## config.mk

```make
export PLATFORM = sky130hd
export DESIGN_NAME = acf_line_config
export DESIGN_NICKNAME = d
export VERILOG_FILES = /design/src/rtl/acf_line_config.v /design/src/rtl/acf_payload_mem.v
export VERILOG_INCLUDE_DIRS = /design/src /design/src/common
export SDC_FILE = /design/constraint.sdc
export NUM_CORES = 2
export LEC_CHECK = 0
export BUFFER_PORTS_ARGS = -buffer_cell sky130_fd_sc_hd__buf_2
export CORE_ASPECT_RATIO = 1.1
export CORE_UTILIZATION = 60
export CTS_BUF_LIST = sky130_fd_sc_hd__clkbuf_4
export CTS_CLUSTER_SIZE = 28
export DETAILED_ROUTE_END_ITERATION = 10
export PLACE_DENSITY = 0.82
export SLEW_MARGIN = 20
export SYNTH_ARGS = -nofsm -noshare
export SYNTH_HDL_FRONTEND = slang
export SYNTH_SLANG_ARGS = --single-unit
export TNS_END_PERCENT = 1
```

## constraint.sdc

```tcl
create_clock -name clk -period 15.19 [get_ports clk]
set_input_delay 1.519 -clock clk [delete_from_list [all_inputs] [get_ports clk]]
set_output_delay 1.519 -clock clk [all_outputs]
set_load 0.02 [all_outputs]
```

## src/common/acf_defines.vh

```
// Purpose: Constants for the ancillary insertion line configuration store.
// Assumes: Word addresses are 9 bits wide on the serial host port.
// Notes:   Offsets are word addresses, as the host port carries them.
`ifndef ACF_DEFINES_VH
`define ACF_DEFINES_VH

// ****************************************************************
// Register map
// ****************************************************************
`define ACF_ADDR_W        9
`define ACF_ADDR_MODE     9'h020
`define ACF_ADDR_L1_ATTR  9'h021
`define ACF_ADDR_L2_NUM   9'h022
`define ACF_ADDR_L2_ATTR  9'h023
`define ACF_ADDR_L3_NUM   9'h024
`define ACF_ADDR_L3_ATTR  9'h025
`define ACF_ADDR_L4_NUM   9'h026
`define ACF_ADDR_L4_ATTR  9'h027
`define ACF_CFG_PAGE      6'h04
`define ACF_BANK_ONE      9'h040
`define ACF_BANK_TWO      9'h080
`define ACF_BANK_THREE    9'h0c0
`define ACF_BANK_FOUR     9'h100
`define ACF_BANK_END      9'h13f

// ****************************************************************
// Field positions and reset values
// ****************************************************************
`define ACF_MODE_BIT      15
`define ACF_SPACE_BIT     15
`define ACF_STREAM_BIT    14
`define ACF_CNT_MSB       9
`define ACF_LINE_MSB      10
`define ACF_HI_MSB        15
`define ACF_HI_LSB        8
`define ACF_LO_MSB        7
`define ACF_FLAGS_MASK    16'h9fff
`define ACF_REG_RESET     16'h0000

// ****************************************************************
// Serial host port framing and reset hold time
// ****************************************************************
`define ACF_RW_BIT        15
`define ACF_WORD_BITS     5'h10
`define ACF_RESET_HOLD_MS 10
`define ACF_CLK_MHZ       100
`define ACF_RESET_CYCLES  (`ACF_RESET_HOLD_MS * 1000 * `ACF_CLK_MHZ)

`endif

```

## src/rtl/acf_line_config.v

```verilog
// Purpose: Ancillary insertion line configuration and payload streamer.
// Assumes: Host port pins are asynchronous and sampled with two flops.
// Notes:   Scan mode offers a one-bit bypass path only.
//
// Functional notes
// Bit 15 selects horizontal or vertical space.
// Bit 14 selects luma or chroma stream.
// Standard definition ignores stream select bit.
// First entry bits 9-0 give word count.
// Lines two to four number in 10-0.
// Lines two to four count in 9-0.
// Payload write-only, high byte 15-8, low 7-0.
// Four 64-word banks at 040h through 13Fh.
// Host holds reset at least 10 ms.
// Outputs high impedance while reset is held.
// Test select turns host port into scan.
// In scan mode reset acts as test reset.
// Tester keeps rate select low during scan.
// Word 020h bit 15 selects insertion mode.
// Word 020h bits 10-0 first line number.
// Stream ascending, high byte first, line by line.
// Reserved bits writable, inert, reset zero; word 020h bits 14-13 are masked on write and stay zero.
`timescale 1ns/100ps
`include "acf_defines.vh"

module acf_line_config (
    input  wire        clk,
    input  wire        reset,
    input  wire        host_cs_n,
    input  wire        host_sclk,
    input  wire        host_sdin,
    output reg         host_sdout,
    output reg         host_sdout_oe,
    input  wire        test_select,
    input  wire        definition_rate_select,
    input  wire        insert_start,
    input  wire        anc_ready,
    output reg         anc_valid,
    output reg  [7:0]  anc_byte,
    output reg  [10:0] anc_line_number,
    output reg         anc_space_select,
    output reg         anc_chroma_select,
    output reg         anc_last,
    output reg         anc_out_oe,
    output reg         insert_busy
);

    localparam W_IDLE  = 3'd0;
    localparam W_LINE  = 3'd1;
    localparam W_FETCH = 3'd2;
    localparam W_WAIT  = 3'd3;
    localparam W_PUSH  = 3'd4;

    // ****************************************************************
    // Pin synchronisers
    // ****************************************************************
    reg [2:0] sclk_sync_reg;
    reg [1:0] cs_sync_reg;
    reg [1:0] sdin_sync_reg;
    reg [1:0] test_sync_reg;
    reg [1:0] rate_sync_reg;

    // These carry no reset so that the scan strap is seen during reset.
    always @(posedge clk) begin
        sclk_sync_reg <= {sclk_sync_reg[1:0], host_sclk};
        cs_sync_reg   <= {cs_sync_reg[0], host_cs_n};
        sdin_sync_reg <= {sdin_sync_reg[0], host_sdin};
        test_sync_reg <= {test_sync_reg[0], test_select};
        rate_sync_reg <= {rate_sync_reg[0], definition_rate_select};
    end

    wire scan_mode = test_sync_reg[1];
    wire sd_mode   = rate_sync_reg[1];
    wire cs_active = ~cs_sync_reg[1];
    wire sclk_rise = sclk_sync_reg[1] & ~sclk_sync_reg[2];
    wire sclk_fall = ~sclk_sync_reg[1] & sclk_sync_reg[2];
    wire host_bit  = sdin_sync_reg[1];

    // In scan mode the shared reset only clears the test logic.
    wire func_reset = reset & ~scan_mode;

    // ****************************************************************
    // Configuration registers
    // ****************************************************************
    // Index k holds word 020h+2k (number) and 021h+2k (attributes).
    reg [15:0] lnum_reg [0:3];
    reg [15:0] attr_reg [0:3];

    function is_cfg;
        input [8:0] a;
        begin
            is_cfg = (a[8:3] == `ACF_CFG_PAGE);
        end
    endfunction

    function is_bank;
        input [8:0] a;
        begin
            is_bank = (a >= `ACF_BANK_ONE) && (a <= `ACF_BANK_END);
        end
    endfunction

    // ****************************************************************
    // Serial host port
    // ****************************************************************
    reg        data_phase_reg;
    reg        cmd_read_reg;
    reg [8:0]  cmd_addr_reg;
    reg [4:0]  bit_cnt_reg;
    reg [15:0] in_sh_reg;
    reg [15:0] out_sh_reg;
    reg        host_wr_reg;
    reg [15:0] host_wdata_reg;
    reg [8:0]  host_waddr_reg;
    reg        bypass_reg;
    reg [15:0] rd_word;
    reg [15:0] wr_word;

    always @* begin
        wr_word = {in_sh_reg[14:0], host_bit};
        rd_word = 16'h0000;
        // Payload banks are write-only and read back as zero.
        if (is_cfg(cmd_addr_reg)) begin
            if (cmd_addr_reg[0])
                rd_word = attr_reg[cmd_addr_reg[2:1]];
            else
                rd_word = lnum_reg[cmd_addr_reg[2:1]];
        end
    end

    always @(posedge clk or posedge reset) begin
        if (reset) begin
            data_phase_reg <= 1'b0;
            cmd_read_reg   <= 1'b0;
            cmd_addr_reg   <= 9'h000;
            bit_cnt_reg    <= 5'h00;
            in_sh_reg      <= 16'h0000;
            out_sh_reg     <= 16'h0000;
            host_wr_reg    <= 1'b0;
            host_wdata_reg <= 16'h0000;
            host_waddr_reg <= 9'h000;
            host_sdout     <= 1'b0;
            host_sdout_oe  <= 1'b0;
            bypass_reg     <= 1'b0;
        end else begin
            host_wr_reg <= 1'b0;
            if (scan_mode) begin
                // Clock is tck, select is tms, data in is tdi.
                data_phase_reg <= 1'b0;
                bit_cnt_reg    <= 5'h00;
                host_sdout_oe  <= 1'b1;
                if (sclk_rise)
                    bypass_reg <= host_bit;
                if (sclk_fall)
                    host_sdout <= bypass_reg;
            end else if (!cs_active) begin
                data_phase_reg <= 1'b0;
                bit_cnt_reg    <= 5'h00;
                host_sdout_oe  <= 1'b0;
            end else begin
                host_sdout_oe <= data_phase_reg & cmd_read_reg;
                if (sclk_rise) begin
                    in_sh_reg <= wr_word;
                    if (bit_cnt_reg == `ACF_WORD_BITS - 5'h01) begin
                        bit_cnt_reg <= 5'h00;
                        if (!data_phase_reg) begin
                            data_phase_reg <= 1'b1;
                            cmd_read_reg   <= wr_word[`ACF_RW_BIT];
                            cmd_addr_reg   <= wr_word[8:0];
                        end else begin
                            data_phase_reg <= 1'b0;
                            host_wr_reg    <= ~cmd_read_reg;
                            host_wdata_reg <= wr_word;
                            host_waddr_reg <= cmd_addr_reg;
                        end
                    end else begin
                        bit_cnt_reg <= bit_cnt_reg + 5'h01;
                    end
                end
                // Read data are fetched after the address is latched.
                if (data_phase_reg && bit_cnt_reg == 5'h00 && !sclk_rise
                    && sclk_fall == 1'b0 && out_sh_reg == 16'h0000
                    && !host_sdout_oe) begin
                    host_sdout <= rd_word[15];
                    out_sh_reg <= {rd_word[14:0], 1'b0};
                end else if (sclk_fall && data_phase_reg
                             && bit_cnt_reg != 5'h00) begin
                    host_sdout <= out_sh_reg[15];
                    out_sh_reg <= {out_sh_reg[14:0], 1'b0};
                end
                if (!data_phase_reg)
                    out_sh_reg <= 16'h0000;
            end
        end
    end

    // ****************************************************************
    // Register writes
    // ****************************************************************
    integer k;

    always @(posedge clk or posedge func_reset) begin
        if (func_reset) begin
            for (k = 0; k < 4; k = k + 1) begin
                lnum_reg[k] <= `ACF_REG_RESET;
                attr_reg[k] <= `ACF_REG_RESET;
            end
        end else if (host_wr_reg && is_cfg(host_waddr_reg)) begin
            if (host_waddr_reg[0])
                attr_reg[host_waddr_reg[2:1]] <= host_wdata_reg;
            else if (host_waddr_reg[2:1] == 2'd0)
                lnum_reg[0] <= host_wdata_reg & `ACF_FLAGS_MASK;
            else
                lnum_reg[host_waddr_reg[2:1]] <= host_wdata_reg;
        end
    end

    wire       mode_concat = lnum_reg[0][`ACF_MODE_BIT];
    wire [8:0] bank_index  = host_waddr_reg - `ACF_BANK_ONE;
    wire       mem_wr      = host_wr_reg & is_bank(host_waddr_reg);

    // ****************************************************************
    // Payload store
    // ****************************************************************
    reg        rd_en_reg;
    reg [8:0]  bptr_reg;
    wire [15:0] mem_rdata;

    acf_payload_mem u_mem (
        .clk     (clk),
        .wr_en   (mem_wr),
        .wr_addr (bank_index[7:0]),
        .wr_data (host_wdata_reg),
        .rd_en   (rd_en_reg),
        .rd_addr (bptr_reg[8:1]),
        .rd_data (mem_rdata)
    );

    // ****************************************************************
    // Payload walker
    // ****************************************************************
    reg [2:0]  wstate_reg;
    reg [1:0]  line_reg;
    reg [9:0]  left_reg;
    reg [21:0] push_data;
    wire       buf_in_ready;
    wire       last_line = mode_concat || (line_reg == 2'd3);
    wire [9:0] line_cnt  = attr_reg[line_reg][`ACF_CNT_MSB:0];
    wire [7:0] cur_byte  = bptr_reg[0] ? mem_rdata[`ACF_LO_MSB:0]
                           : mem_rdata[`ACF_HI_MSB:`ACF_HI_LSB];

    always @* begin
        push_data = {cur_byte,
                     lnum_reg[line_reg][`ACF_LINE_MSB:0],
                     attr_reg[line_reg][`ACF_SPACE_BIT],
                     attr_reg[line_reg][`ACF_STREAM_BIT] & ~sd_mode,
                     left_reg == 10'h001};
    end

    wire push = (wstate_reg == W_PUSH) & buf_in_ready;

    always @(posedge clk or posedge func_reset) begin
        if (func_reset) begin
            wstate_reg  <= W_IDLE;
            line_reg    <= 2'd0;
            left_reg    <= 10'h000;
            bptr_reg    <= 9'h000;
            rd_en_reg   <= 1'b0;
            insert_busy <= 1'b0;
        end else begin
            rd_en_reg <= 1'b0;
            case (wstate_reg)
                W_IDLE: begin
                    if (insert_start) begin
                        line_reg    <= 2'd0;
                        bptr_reg    <= 9'h000;
                        wstate_reg  <= W_LINE;
                        insert_busy <= 1'b1;
                    end
                end
                W_LINE: begin
                    if (line_cnt != 10'h000) begin
                        left_reg   <= line_cnt;
                        wstate_reg <= W_FETCH;
                    end else if (last_line) begin
                        wstate_reg  <= W_IDLE;
                        insert_busy <= 1'b0;
                    end else begin
                        line_reg <= line_reg + 2'd1;
                    end
                end
                W_FETCH: begin
                    rd_en_reg  <= 1'b1;
                    wstate_reg <= W_WAIT;
                end
                W_WAIT: begin
                    wstate_reg <= W_PUSH;
                end
                W_PUSH: begin
                    if (buf_in_ready) begin
                        bptr_reg <= bptr_reg + 9'h001;
                        left_reg <= left_reg - 10'h001;
                        if (left_reg != 10'h001) begin
                            wstate_reg <= W_FETCH;
                        end else if (last_line) begin
                            wstate_reg  <= W_IDLE;
                            insert_busy <= 1'b0;
                        end else begin
                            line_reg   <= line_reg + 2'd1;
                            wstate_reg <= W_LINE;
                        end
                    end
                end
                default: begin
                    wstate_reg  <= W_IDLE;
                    insert_busy <= 1'b0;
                end
            endcase
        end
    end

    // ****************************************************************
    // Two-entry output buffer
    // ****************************************************************
    // The head entry drives the pins so outputs come from flops, and
    // the tail entry absorbs the word in flight when the sink stalls.
    reg        tail_valid_reg;
    reg [21:0] tail_reg;
    wire       pop = anc_valid & anc_ready;

    assign buf_in_ready = ~tail_valid_reg;

    always @(posedge clk or posedge func_reset) begin
        if (func_reset) begin
            tail_valid_reg    <= 1'b0;
            tail_reg          <= 22'h000000;
            anc_valid         <= 1'b0;
            anc_byte          <= 8'h00;
            anc_line_number   <= 11'h000;
            anc_space_select  <= 1'b0;
            anc_chroma_select <= 1'b0;
            anc_last          <= 1'b0;
        end else if (pop && tail_valid_reg) begin
            {anc_byte, anc_line_number, anc_space_select,
             anc_chroma_select, anc_last} <= tail_reg;
            tail_valid_reg <= 1'b0;
        end else if (push && (pop || !anc_valid)) begin
            {anc_byte, anc_line_number, anc_space_select,
             anc_chroma_select, anc_last} <= push_data;
            anc_valid <= 1'b1;
        end else if (push) begin
            tail_reg       <= push_data;
            tail_valid_reg <= 1'b1;
        end else if (pop) begin
            anc_valid <= 1'b0;
        end
    end

    // ****************************************************************
    // Output enable
    // ****************************************************************
    always @(posedge clk or posedge reset) begin
        if (reset)
            anc_out_oe <= 1'b0;
        else
            anc_out_oe <= ~scan_mode;
    end

endmodule // acf_line_config

```

## src/rtl/acf_payload_mem.v

```verilog
// Purpose: Payload word store for the four insertion banks.
// Assumes: One write port from the host, one read port for the walker.
// Notes:   Read data come out of a register one cycle after rd_en.
`timescale 1ns/100ps

module acf_payload_mem (
    input  wire        clk,
    input  wire        wr_en,
    input  wire [7:0]  wr_addr,
    input  wire [15:0] wr_data,
    input  wire        rd_en,
    input  wire [7:0]  rd_addr,
    output reg  [15:0] rd_data
);

    reg [15:0] mem_reg [0:255];

    always @(posedge clk) begin
        if (wr_en) begin
            mem_reg[wr_addr] <= wr_data;
        end
        if (rd_en) begin
            rd_data <= mem_reg[rd_addr];
        end
    end

endmodule // acf_payload_mem

```

Word-level counts from Yosys, hierarchy flattened
Memory sizes are Yosys's and may differ from the RTL's. A register that Yosys moved wholly into a read port is not among the register bits. Index checks and enable logic that the tools add are counted. W data, S select, Z words.

Bits in registers: 288. Output and inout port bits: 27. Memories kept: 1. Word-level logic and storage cells: 237. Bits in writable memories: 4096. Input port bits: 9.

Bitwise gates (word level): 25. Muxes and demuxes: 88. Eq/ne operators: 21. $lt $le $gt $ge: 6. Reductions and logical operators: 51. Add/sub/neg operators: 5.

Memory list: u_mem.mem_reg (depth 256, bits a word 16, rd ports 1, clocked after Yosys merged registers in 1, wr ports 1, RTL line acf_payload_mem.v:16) `reg [15:0] mem_reg [0:255];`.

Operators with widths (number): $mux W16 (13); $bmux W16 S2 (4); $bwmux W64 (2); $mux W11 (4); $mux W1 (38); $demux W16 S2 (1); $reduce_and A3 Y1 (9); $mux W8 (3); $mux W10 (2); $mux W5 (4); $pmux W10 S2 (1); $reduce_and A5 Y1 (4); $mux W9 (2); $pmux W9 S2 (1); $logic_not A16 Y1 (1); $pmux W3 S5 (1); $not A1 Y1 (14); $eq A6 B3 Y1 const B (2); $logic_and A1 B1 Y1 (12); $mux W2 (6); $mux W3 (4); $ne A2 B2 Y1 const B (6); $reduce_bool A3 Y1 (4); $eq A10 B1 Y1 const B (1); 32 further kinds (57).

Logic depth before layout (Yosys ltp)
Depth after elaboration: 10. Gate-level depth with buffers: 12.

Cells and area by module
From an unflattened synthesis, not the netlist that was laid out.

Cell total of the unflattened synthesis: 8331. Area, all modules: 172006.2 um2.

Modules (own cells, without submodules): acf_payload_mem (cells an instance 7360, times used 1, area each 158874.9 um2); acf_line_config (cells an instance 971, times used 1, area each 13131.3 um2).

Worst setup path before layout
Ideal clock, no wire load.

Path kind: reg2reg. From: register host_wdata_reg[0]. To: memory u_mem.mem_reg[0][0], data pin. Buffers on the path: 0. Clock period less this slack: 4090 ps. Slack: 11100 ps. Cell stages (with the launch flop): 1. Arrival: 3269 ps. Data required time: 14369 ps. Setup time: 821 ps. Cells stage by stage: dfrtp_1.

RTL lines: start, declared (RTL line acf_line_config.v:113) `reg [15:0] host_wdata_reg;`; start signal, assigned (RTL line acf_line_config.v:173) `host_wdata_reg <= wr_word;`; end, declared (RTL line acf_payload_mem.v:16).

Straight into the memory's write port.

==> impl_metrics.json <==
{
  "status": "complete, no violations",
  "endpoint_kind": "register",
  "drtAntennaViolNets": 0,
  "syn_area_mm2": 0.1713,
  "netlist_top_cells_count": "edfxtp_1, mux4_2, mux2i_1",
  "placed_cells": 11960,
  "synth_top_area_share_pct": 72.07,
  "clock_latency_ps": 1520,
  "area_delta_synth_final_pct": 10.94,
  "crit_required_ps": 16400,
  "timing_worst_setup_path_type": "reg2reg",
  "cp.arrival_ps": 7520,
  "drc_errors": 0,
  "ys_warn_count": 0,
  "cp_slowest_cell": "dfrtp_4",
  "worst_ir_drop_vdd_uv": 81.10,
  "critPathBufInv": 3,
  "async_flop_share_pct": 6.274,
  "vias": 94480,
  "ys_ff_latch": 4399,
  "ys_types": 69,
  "core.rowCount": 205,
  "syn_area_per_cell_um2": 20.59,
  "grt_pass1_wl_um": 638000,
  "synthTopCellsByArea": "edfxtp_1, mux4_2, dfrtp_1",
  "fin_skew_ps": 118.9,
  "hold_viol": 0,
  "post_cts_resized": 0,
  "critPathMostFrequentCell": "buf_4",
  "hold_path.class": "in2reg",
  "num-nets-final": 9295,
  "numCtsBuffers": 1039,
  "reg2reg_depth": 9,
  "pin_count": 36,
  "cts-root-buf": "clkbuf_4",
  "antenna_found_initial": 24,
  "start_kind": "register",
  "min_period_ps": 6310,
  "crit_family": "buffers and inverters",
  "finalWirelength_um": 445100,
  "dp_slack_ps": 8886,
  "fillers": 16900,
  "finalPower_uw": 22920,
  "fin_tns_setup_ps": 0,
  "ys_seq_area_share_pct": 76.23,
  "core_mm2": 0.2837,
  "cts_post_setup_buffers_inserted": 0,
  "yosys_most_used_dff": "edfxtp_1",
  "crit_chain": "buf_4 -> buf_12 -> buf_4 -> mux4_2 -> mux2_2 -> o21ai_0 -> o211ai_1 -> o22ai_1 -> nor4_1",
  "worstHoldStart": "definition_rate_select",
  "syn_nets": 8334,
  "ctsHtreeMaxLevel": 7,
  "setup_viol": 0,
  "p_leak_uw": 0.04993,
  "r2r_setup_slack_ps": 8880,
  "cts_hold_buf": 1,
  "fin_ws_ps": 8880,
  "drive_gt1_share_pct": 31.33,
  "critPathMaxFanout": 106,
  "io_buffer_count": 35,
  "holdPathEnd": "rate_sync_reg[0]$_DFF_P_",
  "grt_pass1_vias": 96000,
  "routabilityCongestion": 0.9029,
  "slew_violations": 0,
  "initial_core_util_pct": 60.39,
  "wl_per_cell_um": 32.41,
  "largest_reg_flops": 4096,
  "die_w_um": 511.5,
  "drt_iter0_drc": 13590,
  "grt_max_degree": 257,
  "power.density_mw_per_mm2": 120.6,
  "tightest_slew_ps": 1276,
  "cts_tree": "yes",
  "fin_crit_sh_pct": 41.54,
  "die_h_um": 562.5,
  "cap_viol_max_count": 0,
  "vias_per_cell": 6.879,
  "timing.rr.start": "bptr_reg[1]$_DFFE_PP0P_",
  "grt_usage_pct": 30.68,
  "dp_hpwl_um": 251200,
  "synth_edf_count": 4112,
  "max_stage_delay_ps": 1080,
  "firstDrtPassIters": 6,
  "max-clock-path-buffers": 4,
  "relSlewSlack_pct": 14.94,
  "grt_setup_unrepaired": "no",
  "synth_top_area_cell": "edfxtp_1",
  "numClockSinks": 4399,
  "rr_endpoint": "u_mem.rd_data[6]$_DFFE_PP_",
  "die_area_mm2": 0.2877,
  "gr-total-overflow": 0,
  "cts.clk_slew.worst_paths_ps": 70,
  "worstHoldPathCells": 1,
  "max_freq_mhz": 158.5,
  "fin_cells": 13740,
  "synthCells": 8319,
  "synth.most_common_cell": "edfxtp_1"
}
-- power breakdown --
group / leakage (uW) / switching [uW] / total [uW] / internal (uW)
Clock: 0.00771 / 4630 / 9600 / 4970
Sequential: 0.0322 / 19.4 / 13100 / 13100
Combinational: 0.00997 / 157 / 248 / 91.1
Total: 0.0499 / 4810 / 22900 / 18100
-- area by class of cell --
type	count	area, um2	area share (%)
inverters	17	75.07	0.03949
multi-input cells	3397	38120	20.05
clock inverters	301	2152	1.132
repair buffers	426	3426	1.802
diodes	13	32.53	0.01711
clock buffers	1456	10930	5.750
well taps	3726	4662	2.453
flip-flops and latches	4399	130700	68.75
-- cells by family (layout without fill, tap and decap cells) --
logic type,after synthesis,after routing,share of synthesized area [%]
AO/OA/AOI/OAI,949,949,3.934
XOR/XNOR,9,9,0.04601
adder cells (fa/ha/maj),7,7,0.04966
buffers and inverters,523,2200,1.656
flip-flops,4399,4399,76.23
multiplexers,1718,1718,16.15
other,0,13,0
AND/OR/NAND/NOR,714,714,1.931
-- worst reg2reg max path: cells and delay by family (launching register included) --
family | cells | cell delay [ps]
muxes | 2 | 920
DFF | 1 | 1080
buffers and inverters | 3 | 2450
AOI/OAI and AO/OA | 3 | 1420
and+or+nand+nor | 1 | 150
-- through the flow --
stage               util, %  instance area [um2]  hold WS [ps]
floorplan                 -               171300         309.6
global placement      62.31               176800         315.9
detailed placement    62.32               176800         319.7
CTS                   66.94               189900         33.49
global route          67.00               190100         87.08
finish                67.00               190100         125.9
-- how the worst max path moves through the flow --
| stage | start | endpoint | slack, ps | cells past startpoint |
|---|---|---|---|---|
| 2_1_floorplan | reset | anc_byte[0]$_DFFE_PP0P_ | 7710 | 1 |
| 3_3_place_gp | bptr_reg[1]$_DFFE_PP0P_ | u_mem.rd_data[13]$_DFFE_PP_ | 9000 | 9 |
| 3_5_place_dp | bptr_reg[1]$_DFFE_PP0P_ | u_mem.rd_data[13]$_DFFE_PP_ | 8890 | 9 |
| 4_1_cts | bptr_reg[1]$_DFFE_PP0P_ | u_mem.rd_data[13]$_DFFE_PP_ | 8850 | 9 |
| 5_1_grt | bptr_reg[1]$_DFFE_PP0P_ | u_mem.rd_data[15]$_DFFE_PP_ | 8750 | 9 |
| 6_report | bptr_reg[1]$_DFFE_PP0P_ | u_mem.rd_data[6]$_DFFE_PP_ | 8880 | 9 |
-- cell usage in the layout, fill, tap and decap left out, types with 18 or more instances in the layout --
master / count
nor4_1: 32
mux4_2: 815
buf_12: 18
clkinv_2: 20
mux2i_1: 678
a21oi_1: 194
edfxtp_1: 4112
nand2_1: 100
dfrtp_4: 21
dfrtp_1: 254
o21ai_0: 82
nor3_1: 100
clkinv_1: 187
clkinvlp_4: 18
clkbuf_4: 1456
nand3_1: 34
nor2_1: 295
a22oi_1: 27
buf_4: 366
buf_2: 35
bufinv_16: 32
nor2_2: 33
a221oi_1: 29
nand4_1: 31
mux2_2: 225
a22o_1: 55
o22ai_1: 172
o221ai_1: 304
inv_2: 27
-- layer usage --
| metal | part of all wire [%] | vias to the layer above | track usage, % | routed length [um] |
|---|---|---|---|---|
| li1 | - | 37430 | - | - |
| met1 | 33 | 47740 | 38.16 | 146800 |
| met2 | 48 | 7764 | 48.40 | 213700 |
| met3 | 13 | 1518 | 8.940 | 56560 |
| met4 | 6.2 | 26 | 18.01 | 27690 |
| met5 | 0.087 | - | 0 | 386 |
(Power assumes the default switching activity.)
